$ cat config.mk
export PLATFORM = sky130hd
export DESIGN_NAME = csp_regs
export DESIGN_NICKNAME = d
export VERILOG_FILES = /design/src/logic/csp_pkg.sv /design/src/logic/csp_alu_if.sv /design/src/logic/csp_regs.sv /design/src/logic/csp_alu_flags.sv
export SDC_FILE = /design/constraint.sdc
export NUM_CORES = 1
export LEC_CHECK = 0
export BUFFER_PORTS_ARGS = -buffer_cell sky130_fd_sc_hd__buf_2
export CAP_MARGIN = 20
export CORE_MARGIN = 5
export CORE_UTILIZATION = 43
export CTS_BUF_LIST = sky130_fd_sc_hd__clkbuf_16
export DETAILED_ROUTE_END_ITERATION = 7
export PLACE_DENSITY = 0.77
export SYNTH_ARGS = -nofsm -noshare
export SYNTH_HDL_FRONTEND = slang
export SYNTH_SLANG_ARGS = --single-unit
$ cat constraint.sdc
create_clock -name clock -period 4.3 [get_ports clock]
set_input_delay 0.645 -clock clock [delete_from_list [all_inputs] [get_ports clock]]
set_output_delay 0.645 -clock clock [all_outputs]
set_load 0.02 [all_outputs]
$ cat src/logic/csp_pkg.sv
// Package of the core state and peripheral enable register bank.
// Assumes an 8-bit core data bus with 9-bit data-memory addresses.
package csp_pkg;

  // ----------------------------------------------------------------
  // Address map
  // ----------------------------------------------------------------
  localparam int ADDR_W = 9;
  localparam int DATA_W = 8;
  localparam int BANK_W = 7;
  localparam logic [BANK_W-1:0] STATE_OFFSET = 7'h03;
  localparam logic [ADDR_W-1:0] PIE_ADDR = 9'h08C;
  localparam logic [ADDR_W-1:0] PIR_ADDR = 9'h00C;

  // ----------------------------------------------------------------
  // State register fields
  // ----------------------------------------------------------------
  localparam int IND_BIT = 7;
  localparam int DIR_HI_BIT = 6;
  localparam int DIR_LO_BIT = 5;
  localparam int WDX_BIT = 4;
  localparam int SLP_BIT = 3;
  localparam int Z_BIT = 2;
  localparam int NCARRY_BIT = 1;
  localparam int C_BIT = 0;
  localparam int NIBBLE_BIT = 4;
  localparam logic [DATA_W-1:0] STATE_RESET = 8'h18;

  // ----------------------------------------------------------------
  // Peripheral enable and flag fields
  // ----------------------------------------------------------------
  localparam int CONV_BIT = 6;
  localparam int SER_BIT = 3;
  localparam int CAP_BIT = 2;
  localparam int PER_BIT = 1;
  localparam int OVF_BIT = 0;
  localparam logic [DATA_W-1:0] PIE_MASK = 8'h4F;
  localparam logic [DATA_W-1:0] PIE_RESET = 8'h00;
  localparam logic [DATA_W-1:0] PIR_RESET = 8'h00;

  // ----------------------------------------------------------------
  // ALU operations
  // ----------------------------------------------------------------
  typedef enum logic [2:0] {
    CSP_OP_ADD,
    CSP_OP_SUB,
    CSP_OP_AND,
    CSP_OP_OR,
    CSP_OP_XOR,
    CSP_OP_RLF,
    CSP_OP_RRF,
    CSP_OP_MOVE
  } csp_op_t;

endpackage : csp_pkg

$ cat src/logic/csp_alu_if.sv
// Interface between the register bank and its flag-producing ALU.
// Assumes both ends sit in the core clock domain.
`timescale 1ns/1ps
interface csp_alu_if;
  csp_pkg::csp_op_t op;
  logic [7:0] a;
  logic [7:0] b;
  logic carry_in;
  logic [7:0] result;
  logic z;
  logic nc;
  logic c;
  logic upd_z;
  logic upd_nc;
  logic upd_c;

  modport bank (output op, a, b, carry_in, input result, z, nc, c, upd_z, upd_nc, upd_c);
  modport alu (input op, a, b, carry_in, output result, z, nc, c, upd_z, upd_nc, upd_c);
endinterface : csp_alu_if

$ cat src/logic/csp_regs.sv
// Core arithmetic/bank state register and peripheral interrupt enables.
// Assumes a single-cycle register port and one-cycle core event pulses.
//
// Added by the designer: the strobed register port.
`timescale 1ns/1ps

// Overview of operation
// State register mirrored in all four banks
// Indirect select picks banks 2-3 or 0-1
// Two direct select bits pick 128-byte bank
// Watchdog flag: set by reset/clear/sleep, timeout clears
// Sleep flag: set by reset/clear, sleep clears
// Zero flag follows zero result
// Nibble carry from bit 3 for add/sub
// Carry from bit 7 for add/sub
// Subtract carries are active-low borrows
// Subtract adds two's complement of operand
// Rotate loads carry with shifted-out bit
// Enable register at offset 8Ch
// Peripheral gate needed for any peripheral interrupt
// Bit 6 enables converter interrupt, resets 0
// Bit 3 enables serial interrupt, resets 0
// Bits 7,5,4 unimplemented, read zero
// ALU flags override software write to them
// Watchdog and sleep flags ignore software writes
// Bits 2,1,0 enable capture, period, overflow
// Flags set regardless of enables
// Request needs flag, enable, both gates
module csp_regs (
  input wire logic clock,
  input wire logic rst,
  input wire logic [8:0] addr,
  input wire logic [7:0] wdata,
  input wire logic wr_en,
  input wire logic rd_en,
  output logic [7:0] rdata,
  input wire logic alu_valid,
  input wire csp_pkg::csp_op_t alu_op,
  input wire logic [7:0] alu_a,
  input wire logic [7:0] alu_b,
  output logic [7:0] alu_result,
  input wire logic watchdog_clear_instr,
  input wire logic sleep_instr,
  input wire logic watchdog_timeout,
  input wire logic [7:0] indirect_ptr,
  input wire logic [6:0] direct_offset,
  output logic [8:0] indirect_addr,
  output logic [8:0] direct_addr,
  input wire logic [7:0] periph_event,
  input wire logic peripheral_irq_gate,
  input wire logic global_irq_gate,
  output logic periph_irq_req,
  output logic [7:0] state_out
);

  logic [7:0] state_reg;
  logic [7:0] state_next;
  logic [7:0] pie_reg;
  logic [7:0] pir_reg;
  logic [7:0] pir_next;
  logic [7:0] rdata_reg;
  logic [7:0] alu_result_reg;
  logic [8:0] indirect_addr_reg;
  logic [8:0] direct_addr_reg;
  logic irq_reg;
  logic hit_state;
  logic hit_pie;
  logic hit_pir;

  csp_alu_if alu_bus ();

  // ----------------------------------------------------------------
  // ALU
  // ----------------------------------------------------------------
  assign alu_bus.op = alu_op;
  assign alu_bus.a = alu_a;
  assign alu_bus.b = alu_b;
  assign alu_bus.carry_in = state_reg[csp_pkg::C_BIT];

  csp_alu_flags u_alu (
    .alu(alu_bus.alu)
  );

  // ----------------------------------------------------------------
  // Address decode
  // ----------------------------------------------------------------
  assign hit_state = (addr[csp_pkg::BANK_W-1:0] == csp_pkg::STATE_OFFSET);
  assign hit_pie = (addr == csp_pkg::PIE_ADDR);
  assign hit_pir = (addr == csp_pkg::PIR_ADDR);

  // ----------------------------------------------------------------
  // State register
  // ----------------------------------------------------------------
  always_comb begin
    state_next = state_reg;
    if (wr_en && hit_state) begin
      state_next[csp_pkg::IND_BIT] = wdata[csp_pkg::IND_BIT];
      state_next[csp_pkg::DIR_HI_BIT] = wdata[csp_pkg::DIR_HI_BIT];
      state_next[csp_pkg::DIR_LO_BIT] = wdata[csp_pkg::DIR_LO_BIT];
      // Watchdog and sleep flags stay untouched here
      if (!(alu_valid && alu_bus.upd_z)) begin
        state_next[csp_pkg::Z_BIT] = wdata[csp_pkg::Z_BIT];
      end
      if (!(alu_valid && alu_bus.upd_nc)) begin
        state_next[csp_pkg::NCARRY_BIT] = wdata[csp_pkg::NCARRY_BIT];
      end
      if (!(alu_valid && alu_bus.upd_c)) begin
        state_next[csp_pkg::C_BIT] = wdata[csp_pkg::C_BIT];
      end
    end
    if (alu_valid) begin
      if (alu_bus.upd_z) begin
        state_next[csp_pkg::Z_BIT] = alu_bus.z;
      end
      if (alu_bus.upd_nc) begin
        state_next[csp_pkg::NCARRY_BIT] = alu_bus.nc;
      end
      if (alu_bus.upd_c) begin
        state_next[csp_pkg::C_BIT] = alu_bus.c;
      end
    end
    if (watchdog_clear_instr) begin
      state_next[csp_pkg::WDX_BIT] = 1'b1;
      state_next[csp_pkg::SLP_BIT] = 1'b1;
    end else if (sleep_instr) begin
      state_next[csp_pkg::WDX_BIT] = 1'b1;
      state_next[csp_pkg::SLP_BIT] = 1'b0;
    end
    if (watchdog_timeout) begin
      state_next[csp_pkg::WDX_BIT] = 1'b0;
    end
  end

  always_ff @(posedge clock) begin
    if (rst) begin
      state_reg <= csp_pkg::STATE_RESET;
    end else begin
      state_reg <= state_next;
    end
  end

  always_ff @(posedge clock) begin
    if (rst) begin
      alu_result_reg <= 8'h00;
    end else if (alu_valid) begin
      alu_result_reg <= alu_bus.result;
    end
  end

  // ----------------------------------------------------------------
  // Bank address forming
  // ----------------------------------------------------------------
  always_ff @(posedge clock) begin
    if (rst) begin
      indirect_addr_reg <= 9'h000;
      direct_addr_reg <= 9'h000;
    end else begin
      indirect_addr_reg <= {state_reg[csp_pkg::IND_BIT], indirect_ptr};
      direct_addr_reg <= {state_reg[csp_pkg::DIR_HI_BIT],
                          state_reg[csp_pkg::DIR_LO_BIT], direct_offset};
    end
  end

  // ----------------------------------------------------------------
  // Peripheral enables and flags
  // ----------------------------------------------------------------
  always_ff @(posedge clock) begin
    if (rst) begin
      pie_reg <= csp_pkg::PIE_RESET;
    end else if (wr_en && hit_pie) begin
      pie_reg <= wdata & csp_pkg::PIE_MASK;
    end
  end

  always_comb begin
    pir_next = pir_reg;
    if (wr_en && hit_pir) begin
      pir_next = wdata;
    end
    pir_next = (pir_next | periph_event) & csp_pkg::PIE_MASK;
  end

  always_ff @(posedge clock) begin
    if (rst) begin
      pir_reg <= csp_pkg::PIR_RESET;
    end else begin
      pir_reg <= pir_next;
    end
  end

  always_ff @(posedge clock) begin
    if (rst) begin
      irq_reg <= 1'b0;
    end else begin
      irq_reg <= (|(pir_reg & pie_reg)) && peripheral_irq_gate && global_irq_gate;
    end
  end

  // ----------------------------------------------------------------
  // Read port
  // ----------------------------------------------------------------
  always_ff @(posedge clock) begin
    if (rst) begin
      rdata_reg <= 8'h00;
    end else if (rd_en && hit_state) begin
      rdata_reg <= state_reg;
    end else if (rd_en && hit_pie) begin
      rdata_reg <= pie_reg;
    end else if (rd_en && hit_pir) begin
      rdata_reg <= pir_reg;
    end else begin
      rdata_reg <= 8'h00;
    end
  end

  assign rdata = rdata_reg;
  assign alu_result = alu_result_reg;
  assign indirect_addr = indirect_addr_reg;
  assign direct_addr = direct_addr_reg;
  assign periph_irq_req = irq_reg;
  assign state_out = state_reg;

endmodule // csp_regs

$ cat src/logic/csp_alu_flags.sv
// Combinational ALU producing the result and zero/nibble-carry/carry.
// Assumes the bank drives operands and takes results the same cycle.
`timescale 1ns/1ps
module csp_alu_flags (
  csp_alu_if.alu alu
);

  logic [8:0] sum;
  logic [4:0] low_sum;
  logic [7:0] addend;
  logic sub_in;

  // ----------------------------------------------------------------
  // Adder shared by add and subtract
  // ----------------------------------------------------------------
  always_comb begin
    sub_in = (alu.op == csp_pkg::CSP_OP_SUB);
    addend = sub_in ? ~alu.b : alu.b;
    sum = {1'b0, alu.a} + {1'b0, addend} + {8'h00, sub_in};
    low_sum = {1'b0, alu.a[3:0]} + {1'b0, addend[3:0]} + {4'h0, sub_in};
  end

  // ----------------------------------------------------------------
  // Result and flags
  // ----------------------------------------------------------------
  always_comb begin
    alu.result = sum[7:0];
    alu.nc = low_sum[csp_pkg::NIBBLE_BIT];
    alu.c = sum[8];
    alu.upd_z = 1'b1;
    alu.upd_nc = 1'b0;
    alu.upd_c = 1'b0;
    case (alu.op)
      csp_pkg::CSP_OP_ADD, csp_pkg::CSP_OP_SUB: begin
        alu.upd_nc = 1'b1;
        alu.upd_c = 1'b1;
      end
      csp_pkg::CSP_OP_AND: alu.result = alu.a & alu.b;
      csp_pkg::CSP_OP_OR: alu.result = alu.a | alu.b;
      csp_pkg::CSP_OP_XOR: alu.result = alu.a ^ alu.b;
      csp_pkg::CSP_OP_RLF: begin
        alu.result = {alu.a[6:0], alu.carry_in};
        alu.c = alu.a[7];
        alu.upd_z = 1'b0;
        alu.upd_c = 1'b1;
      end
      csp_pkg::CSP_OP_RRF: begin
        alu.result = {alu.carry_in, alu.a[7:1]};
        alu.c = alu.a[0];
        alu.upd_z = 1'b0;
        alu.upd_c = 1'b1;
      end
      csp_pkg::CSP_OP_MOVE: alu.result = alu.a;
      default: alu.result = sum[7:0];
    endcase
    alu.z = (alu.result == 8'h00);
  end

endmodule // csp_alu_flags

==> run_results.csv, run 1 <==
group,metric,value,unit
run_status,status,"complete, no violations",
critical_path,cp_num_buf_inv,2,
layout,layout_common_cells,"buf_2 (107), dfxtp_1 (53), nor2_1 (34), inv_1 (28), mux2i_1 (26)",
sta,fin_setup_tns,0,ps
routing,drc,0,
clocking,cts-htree-levels,2,
clocking,cts_buffers,5,
sta,fmax,0.307,GHz
critical_path,path_delay_family,"compound AO/OA/AOI/OAI gates",
flow_run,drv_cap,0,
critical_path,start_kind,"input pin",
clocking,ctsLongestPathBuffers,2,
die,rows,30,
clocking,clockRootBuffer,"clkbuf_16",
sta,fin_skew,8.26,ps
logic_synthesis,syn_area_per_cell,8.94,µm²
critical_path,timing.critical_path.from,"alu_op[1]",
layout,nets,533,
power_and_ir_drop,leakagePower,1.88,nW
critical_path,cpMaxStageDelayCell,"fa_1",
die,core,6870,µm²
die,start_util,44.5,%
critical_path,endpoint_kind,"flop",
logic_synthesis,ys_seq_elements,53,
critical_path,worstPathMaxFanout,21,
power_and_ir_drop,p_per_area,312,nW/µm²
global_routing,grt_max_degree,53,
routing,postRouteAntennaNets,0,
critical_path,crit_type,"input pin to flop",
sta,slew_violations,0,
die,io_pins,112,
clocking,cts_setup_buffers,0,
critical_path,r2r_slack,2720,ps
critical_path,critPathCapture,"state_out[2]",
layout,num_antenna_cells,0,
routing,dr_total_vias,2710,
global_routing,grt_use_total,16.2,%
critical_path,r2r_cells,5,
sta,grt_setup_unrepaired,"false",
critical_path,slowest_delay,420,ps
critical_path,crit_top_cell,"xnor2_1",
sta,tightestPinTransition,873,ps
routing,vias_per_cell,5.06,
clocking,cts_resized,0,
routing,drtPass1Iterations,4,
logic_synthesis,synth_flop_cell,"dfxtp_1",
place,gp_congestion,0.928,
layout,final_common_cell,"buf_2",
min_path,min_path_type,"flop to flop",
die,fp.dieW,94.3,µm
critical_path,crit_arrival,3440,ps
power_and_ir_drop,ir_drop,151,µV
sta,period_needed,3260,ps
logic_synthesis,syn-cell-area,3060,µm²
critical_path,cp.depth,12,
critical_path,critical_path.cell_chain,"buf_2 > nor2_2 > and2_1 > xnor2_1 > inv_1 > fa_1 > nand2b_1 > a21oi_1 > xnor2_1 > a211oi_1 > nor4b_2 > a41o_1",
critical_path,required,4490,ps
clocking,cts_tree,"built",
logic_synthesis,synth_enable_flop_cells,0,
routing,wl_per_cell,13.7,µm
logic_synthesis,synthCells,342,
layout,area_growth,23.5,%
routing,drt_iter0_markers,155,
layout,drive_gt1_share,28.9,%
sta,whs,478,ps
place,numPortBuffers,107,
clocking,cts_hold_buf,0,
sta,finalSetupViolations,0,
logic_synthesis,ys_types,55,
critical_path,reg2reg_to,"state_out[2]",
global_routing,antenna_found_initial,0,
global_routing,grt_first_pass_wirelength,11700,µm
die,fp.dieH,94.3,µm
global_routing,grt_pass1_vias,2579,
clocking,path_clk_slew,70,ps
clocking,numClockSinks,53,
logic_synthesis,ys_seq_area_share,34.7,%
sta,period_share,75.7,%
global_routing,globalRouteOverflowTotal,0,
routing,routed_wl,7350,µm
logic_synthesis,syn-num-nets,436,
logic_synthesis,async_flop_share,0,%
clocking,insertion_delay,290,ps
critical_path,rr_startpoint,"state_out[0]",
sta,slew_headroom,41.8,%
die,die_area,8900,µm²
sta,finalHoldViolCount,0,
logic_synthesis,ys_warn_count,0,
place,dp_hpwl,5610,µm
-- per-stage QoR --
stage          util [%]  cells  power (mW)  area (µm²)  worst slack (ps)
6_report           55.0    536        1.18        3780              1040
3_3_place_gp       52.8    528       0.783        3630               765
2_1_floorplan         -    342       0.708        3060              1090
5_1_grt            55.0    536        1.24        3780               844
3_5_place_dp       52.8    528       0.791        3630               737
4_1_cts            55.0    536        1.19        3780              1030
-- cells in the mapped netlist (2+ instances only) --
| cell type | n | share of area, % |
|---|---|---|
| a211oi_1 | 9 | 2.2 |
| a21oi_1 | 19 | 3.1 |
| a222oi_1 | 6 | 2.0 |
| a311oi_1 | 2 | 0.57 |
| and2_1 | 4 | 0.82 |
| and3_1 | 4 | 0.82 |
| buf_2 | 6 | 0.98 |
| buf_4 | 3 | 0.74 |
| clkbuf_1 | 8 | 0.98 |
| dfxtp_1 | 53 | 35 |
| ha_1 | 24 | 9.8 |
| inv_1 | 28 | 3.4 |
| mux2_2 | 3 | 1.1 |
| mux2i_1 | 26 | 8.5 |
| nand2_1 | 16 | 2.0 |
| nand2b_1 | 6 | 1.2 |
| nor2_1 | 34 | 4.2 |
| nor2b_1 | 21 | 4.3 |
| nor3_1 | 5 | 0.82 |
| o211ai_1 | 2 | 0.49 |
| o21a_1 | 4 | 0.98 |
| o21ai_0 | 10 | 1.6 |
| o22ai_1 | 7 | 1.4 |
| xnor2_1 | 10 | 2.9 |
| xor2_1 | 2 | 0.57 |
-- kinds of logic (layout without fill, tap and decap cells) --
logic type / count (synthesis) / in the layout / share of synthesized area (%)
simple gates: 103 / 103 / 18.0
compound gates: 71 / 71 / 15.7
flops: 53 / 53 / 34.7
buf+inv: 46 / 144 / 6.51
mux: 32 / 32 / 11.2
fa+ha+maj: 25 / 25 / 10.5
xor+xnor: 12 / 12 / 3.44
-- per-layer routing --
layer  part of all wire [%]  global-route usage (%)
met4                   0.88                    5.42
met5                      0                       0
met1                     44                    19.8
met2                     47                    28.2
met3                    8.3                    3.19
-- how the worst min path moves through the flow --
stage,from,endpoint,slack (ps),depth (start not counted)
final,alu_result[6],alu_result[6],480,2
after detailed placement,alu_result[7],alu_result[7],460,2
after floorplan,pie_reg[6],pie_reg[6],490,2
after CTS,alu_result[7],alu_result[7],480,2
after global placement,alu_result[6],alu_result[6],460,2
after global routing,alu_result[7],alu_result[7],480,2
-- worst register-to-register path, delay by kind of cell, from the launching register on --
family | cells | cell delay (ps)
flip-flops | 1 | 370
AO/OA/AOI/OAI | 2 | 440
multiplexers | 1 | 300
AND/OR/NAND/NOR | 2 | 430
-- area by class of cell --
cell class / instances / area, µm²
fill: 648 / 3090
multi-input combinational: 243 / 1800
sequential: 53 / 1060
timing repair buffer: 108 / 543
clock buffer: 5 / 125
tap: 96 / 120
inverter: 28 / 105
clock inverter: 3 / 25.0
-- where the power goes --
group          total [mW]  leakage [nW]  switching (mW)  internal (mW)
registers           0.521         0.435         0.00987          0.511
clock network       0.399        0.0704           0.181          0.219
logic               0.259          1.38           0.147          0.112
Power figures use the tool's default switching activity.
==> run 2, diff against run 1 <==
ABC_AREA = 1   (was not set)
PLACE_DENSITY = 0.76   (was 0.77)
clock period = 3.3 ns   (was 4.3 ns; I/O delays follow)
==> run_results.csv, run 2 <==
group,metric,value,unit
run_status,status,"complete, no violations",
place,dp_hpwl,6720,µm
place,numPortBuffers,107,
global_routing,grt_max_degree,28,
layout,final_common_cell,"buf_2",
critical_path,crit_arrival,2620,ps
min_path,min_to,"direct_addr[4]",
critical_path,reg2reg_to,"state_out[2]",
global_routing,grtUsageMet3,3.52,%
place,gp_congestion,0.893,
clocking,path_clk_slew,70,ps
logic_synthesis,synth_commonest_cells,"inv_1 (91), nand2_1 (70), nor2_1 (60), dfxtp_1 (53), o21ai_0 (33)",
sta,grt_setup_unrepaired,"false",
global_routing,globalRouteOverflowTotal,0,
clocking,cts-htree-levels,2,
global_routing,grt_pass1_vias,3063,
layout,fin_util,54.2,%
routing,wl_per_cell,12.8,µm
logic_synthesis,async_flop_share,0,%
critical_path,rr_startpoint,"state_out[0]",
clocking,insertion_delay,290,ps
sta,slew_headroom,54.3,%
die,core,7250,µm²
clocking,cts_hold_buf,0,
routing,dr_total_vias,3250,
logic_synthesis,ys_seq_elements,53,
clocking,numClockSinks,53,
clocking,cts_buffers,5,
global_routing,use_met1,22.2,%
layout,area_growth,22.6,%
logic_synthesis,synth.most_common_cell,"inv_1",
die,start_util,44.2,%
sta,fmax,0.417,GHz
layout,layout_common_cells,"buf_2 (107), inv_1 (91), nand2_1 (70), nor2_1 (60), dfxtp_1 (53)",
global_routing,grt_use_total,18.3,%
critical_path,start_kind,"input pin",
routing,vias_per_cell,4.90,
layout,drive_gt1_share,23.6,%
sta,fin_skew,3.24,ps
power_and_ir_drop,leakagePower,2.18,nW
clocking,cts_tree,"built",
critical_path,required,3520,ps
logic_synthesis,yosys.area.top_type,"dfxtp_1",
logic_synthesis,syn-cell-area,3200,µm²
sta,finalHoldViolCount,0,
flow_run,drv_cap,0,
layout,num_antenna_cells,0,
logic_synthesis,syn-num-nets,556,
logic_synthesis,synth.area.top_cells,"dfxtp_1 (33%), inv_1 (11%), ha_1 (9.4%)",
routing,drc,0,
logic_synthesis,ys_warn_count,0,
critical_path,worstPathMaxFanout,19,
clocking,ctsLongestPathBuffers,2,
logic_synthesis,synth_enable_flop_cells,0,
sta,tightestPinTransition,681,ps
logic_synthesis,syn_area_per_cell,6.94,µm²
min_path,min_from,"direct_offset[4]",
die,rows,31,
min_path,hold_depth,3,
critical_path,endpoint_kind,"flop",
layout,nets,657,
sta,slew_violations,0,
power_and_ir_drop,ir_drop,252,µV
logic_synthesis,synthCells,462,
clocking,cts_setup_buffers,0,
logic_synthesis,netlist.area_leader.share,33.1,%
sta,fin_setup_tns,0,ps
logic_synthesis,ys_seq_area_share,33.1,%
global_routing,grt.met2_usage,32.5,%
sta,period_needed,2400,ps
clocking,cts_resized,0,
critical_path,r2r_slack,1870,ps
die,die_area,9280,µm²
critical_path,r2r_cells,9,
min_path,min_path_type,"input pin to flop",
routing,routed_wl,8470,µm
power_and_ir_drop,p_per_area,394,nW/µm²
die,io_pins,112,
routing,drtPass1Iterations,4,
critical_path,crit_type,"input pin to flop",
die,fp.dieH,96.3,µm
global_routing,antenna_found_initial,0,
global_routing,grt-busiest-layer,"met2",
sta,period_share,72.7,%
routing,postRouteAntennaNets,0,
clocking,clockRootBuffer,"clkbuf_16",
logic_synthesis,ys_types,40,
routing,drt_iter0_markers,127,
global_routing,grt_first_pass_wirelength,13700,µm
logic_synthesis,synth_flop_cell,"dfxtp_1",
die,fp.dieW,96.3,µm
sta,finalSetupViolations,0,
## run 2: cell count changes after synthesis, moves of 21 or more
| cell | before | now |
|---|---|---|
| inv_1 | 28 | 91 |
| nand2_1 | 16 | 70 |
| nand3_1 | 1 | 30 |
| mux2i_1 | 26 | 0 |
| nor2_1 | 34 | 60 |
| o21ai_0 | 10 | 33 |
| nor2b_1 | 21 | 0 |
## run 2: per-stage QoR
step | setup slack [ps] | total power [mW] | instance area (µm²) | instances | hold WS [ps]
2_1_floorplan | 1030 | 0.924 | 3200 | 462 | 443
3_3_place_gp | 672 | 1.03 | 3780 | 655 | 454
3_5_place_dp | 599 | 1.04 | 3780 | 655 | 462
4_1_cts | 890 | 1.56 | 3930 | 663 | 399
5_1_grt | 673 | 1.64 | 3930 | 663 | 400
6_report | 900 | 1.55 | 3930 | 663 | 401
## run 2: area by class of cell
type / instances / area [µm²]
Inverter: 96 / 368
Tap cell: 99 / 124
Sequential cell: 53 / 1060
Clock inverter: 3 / 26.3
Multi-Input combinational cell: 300 / 1690
Fill cell: 712 / 3320
Clock buffer: 5 / 125
Timing Repair Buffer: 107 / 536
## run 2: worst max-delay path by stage
stage	start	endpoint	slack, ps
finish	alu_op[2]	state_out[2]	900
global route	alu_op[2]	state_out[2]	670
CTS	alu_op[2]	state_out[2]	890
detailed placement	alu_op[2]	state_out[2]	600
global placement	alu_op[2]	state_out[2]	670
floorplan	alu_op[1]	state_out[2]	1030
## run 2: cell families (layout without fill, tap and decap cells)
group | after synthesis | count (layout) | share of synthesized area [%]
AO/OA/AOI/OAI | 79 | 79 | 14.7
XOR/XNOR | 8 | 8 | 2.19
buffers and inverters | 109 | 211 | 14.1
AND/OR/NAND/NOR | 188 | 188 | 25.8
adder cells (fa/ha/maj) | 25 | 25 | 10.0
flip-flops | 53 | 53 | 33.1
## run 2: worst max-delay path, stage by stage
cell	delay [ps]
buf_2	340
inv_6	70
nand3_4	160
xor2_1	280
inv_1	90
ha_1	280
nand2_1	70
nor2_1	110
nand3_1	120
nand3_1	100
nand2_1	50
nand2_1	50
nand2_1	60
nor2_1	90
nand3_1	120
a21oi_2	130
## run 2: report_power, final
group / switching [mW] / internal (mW) / total (mW) / leakage [nW]
registers: 0.0129 / 0.666 / 0.679 / 0.436
clock network: 0.236 / 0.286 / 0.522 / 0.0680
logic: 0.220 / 0.127 / 0.347 / 1.68
total: 0.469 / 1.08 / 1.55 / 2.18
## run 2: layer usage
metal | vias to the layer above | wire, µm | share of wire (%)
li1 | 1671 | - | -
met1 | 1441 | 3450 | 41
met2 | 127 | 4030 | 48
met3 | 11 | 827 | 9.8
met4 | 0 | 155 | 1.8
met5 | - | 0 | 0
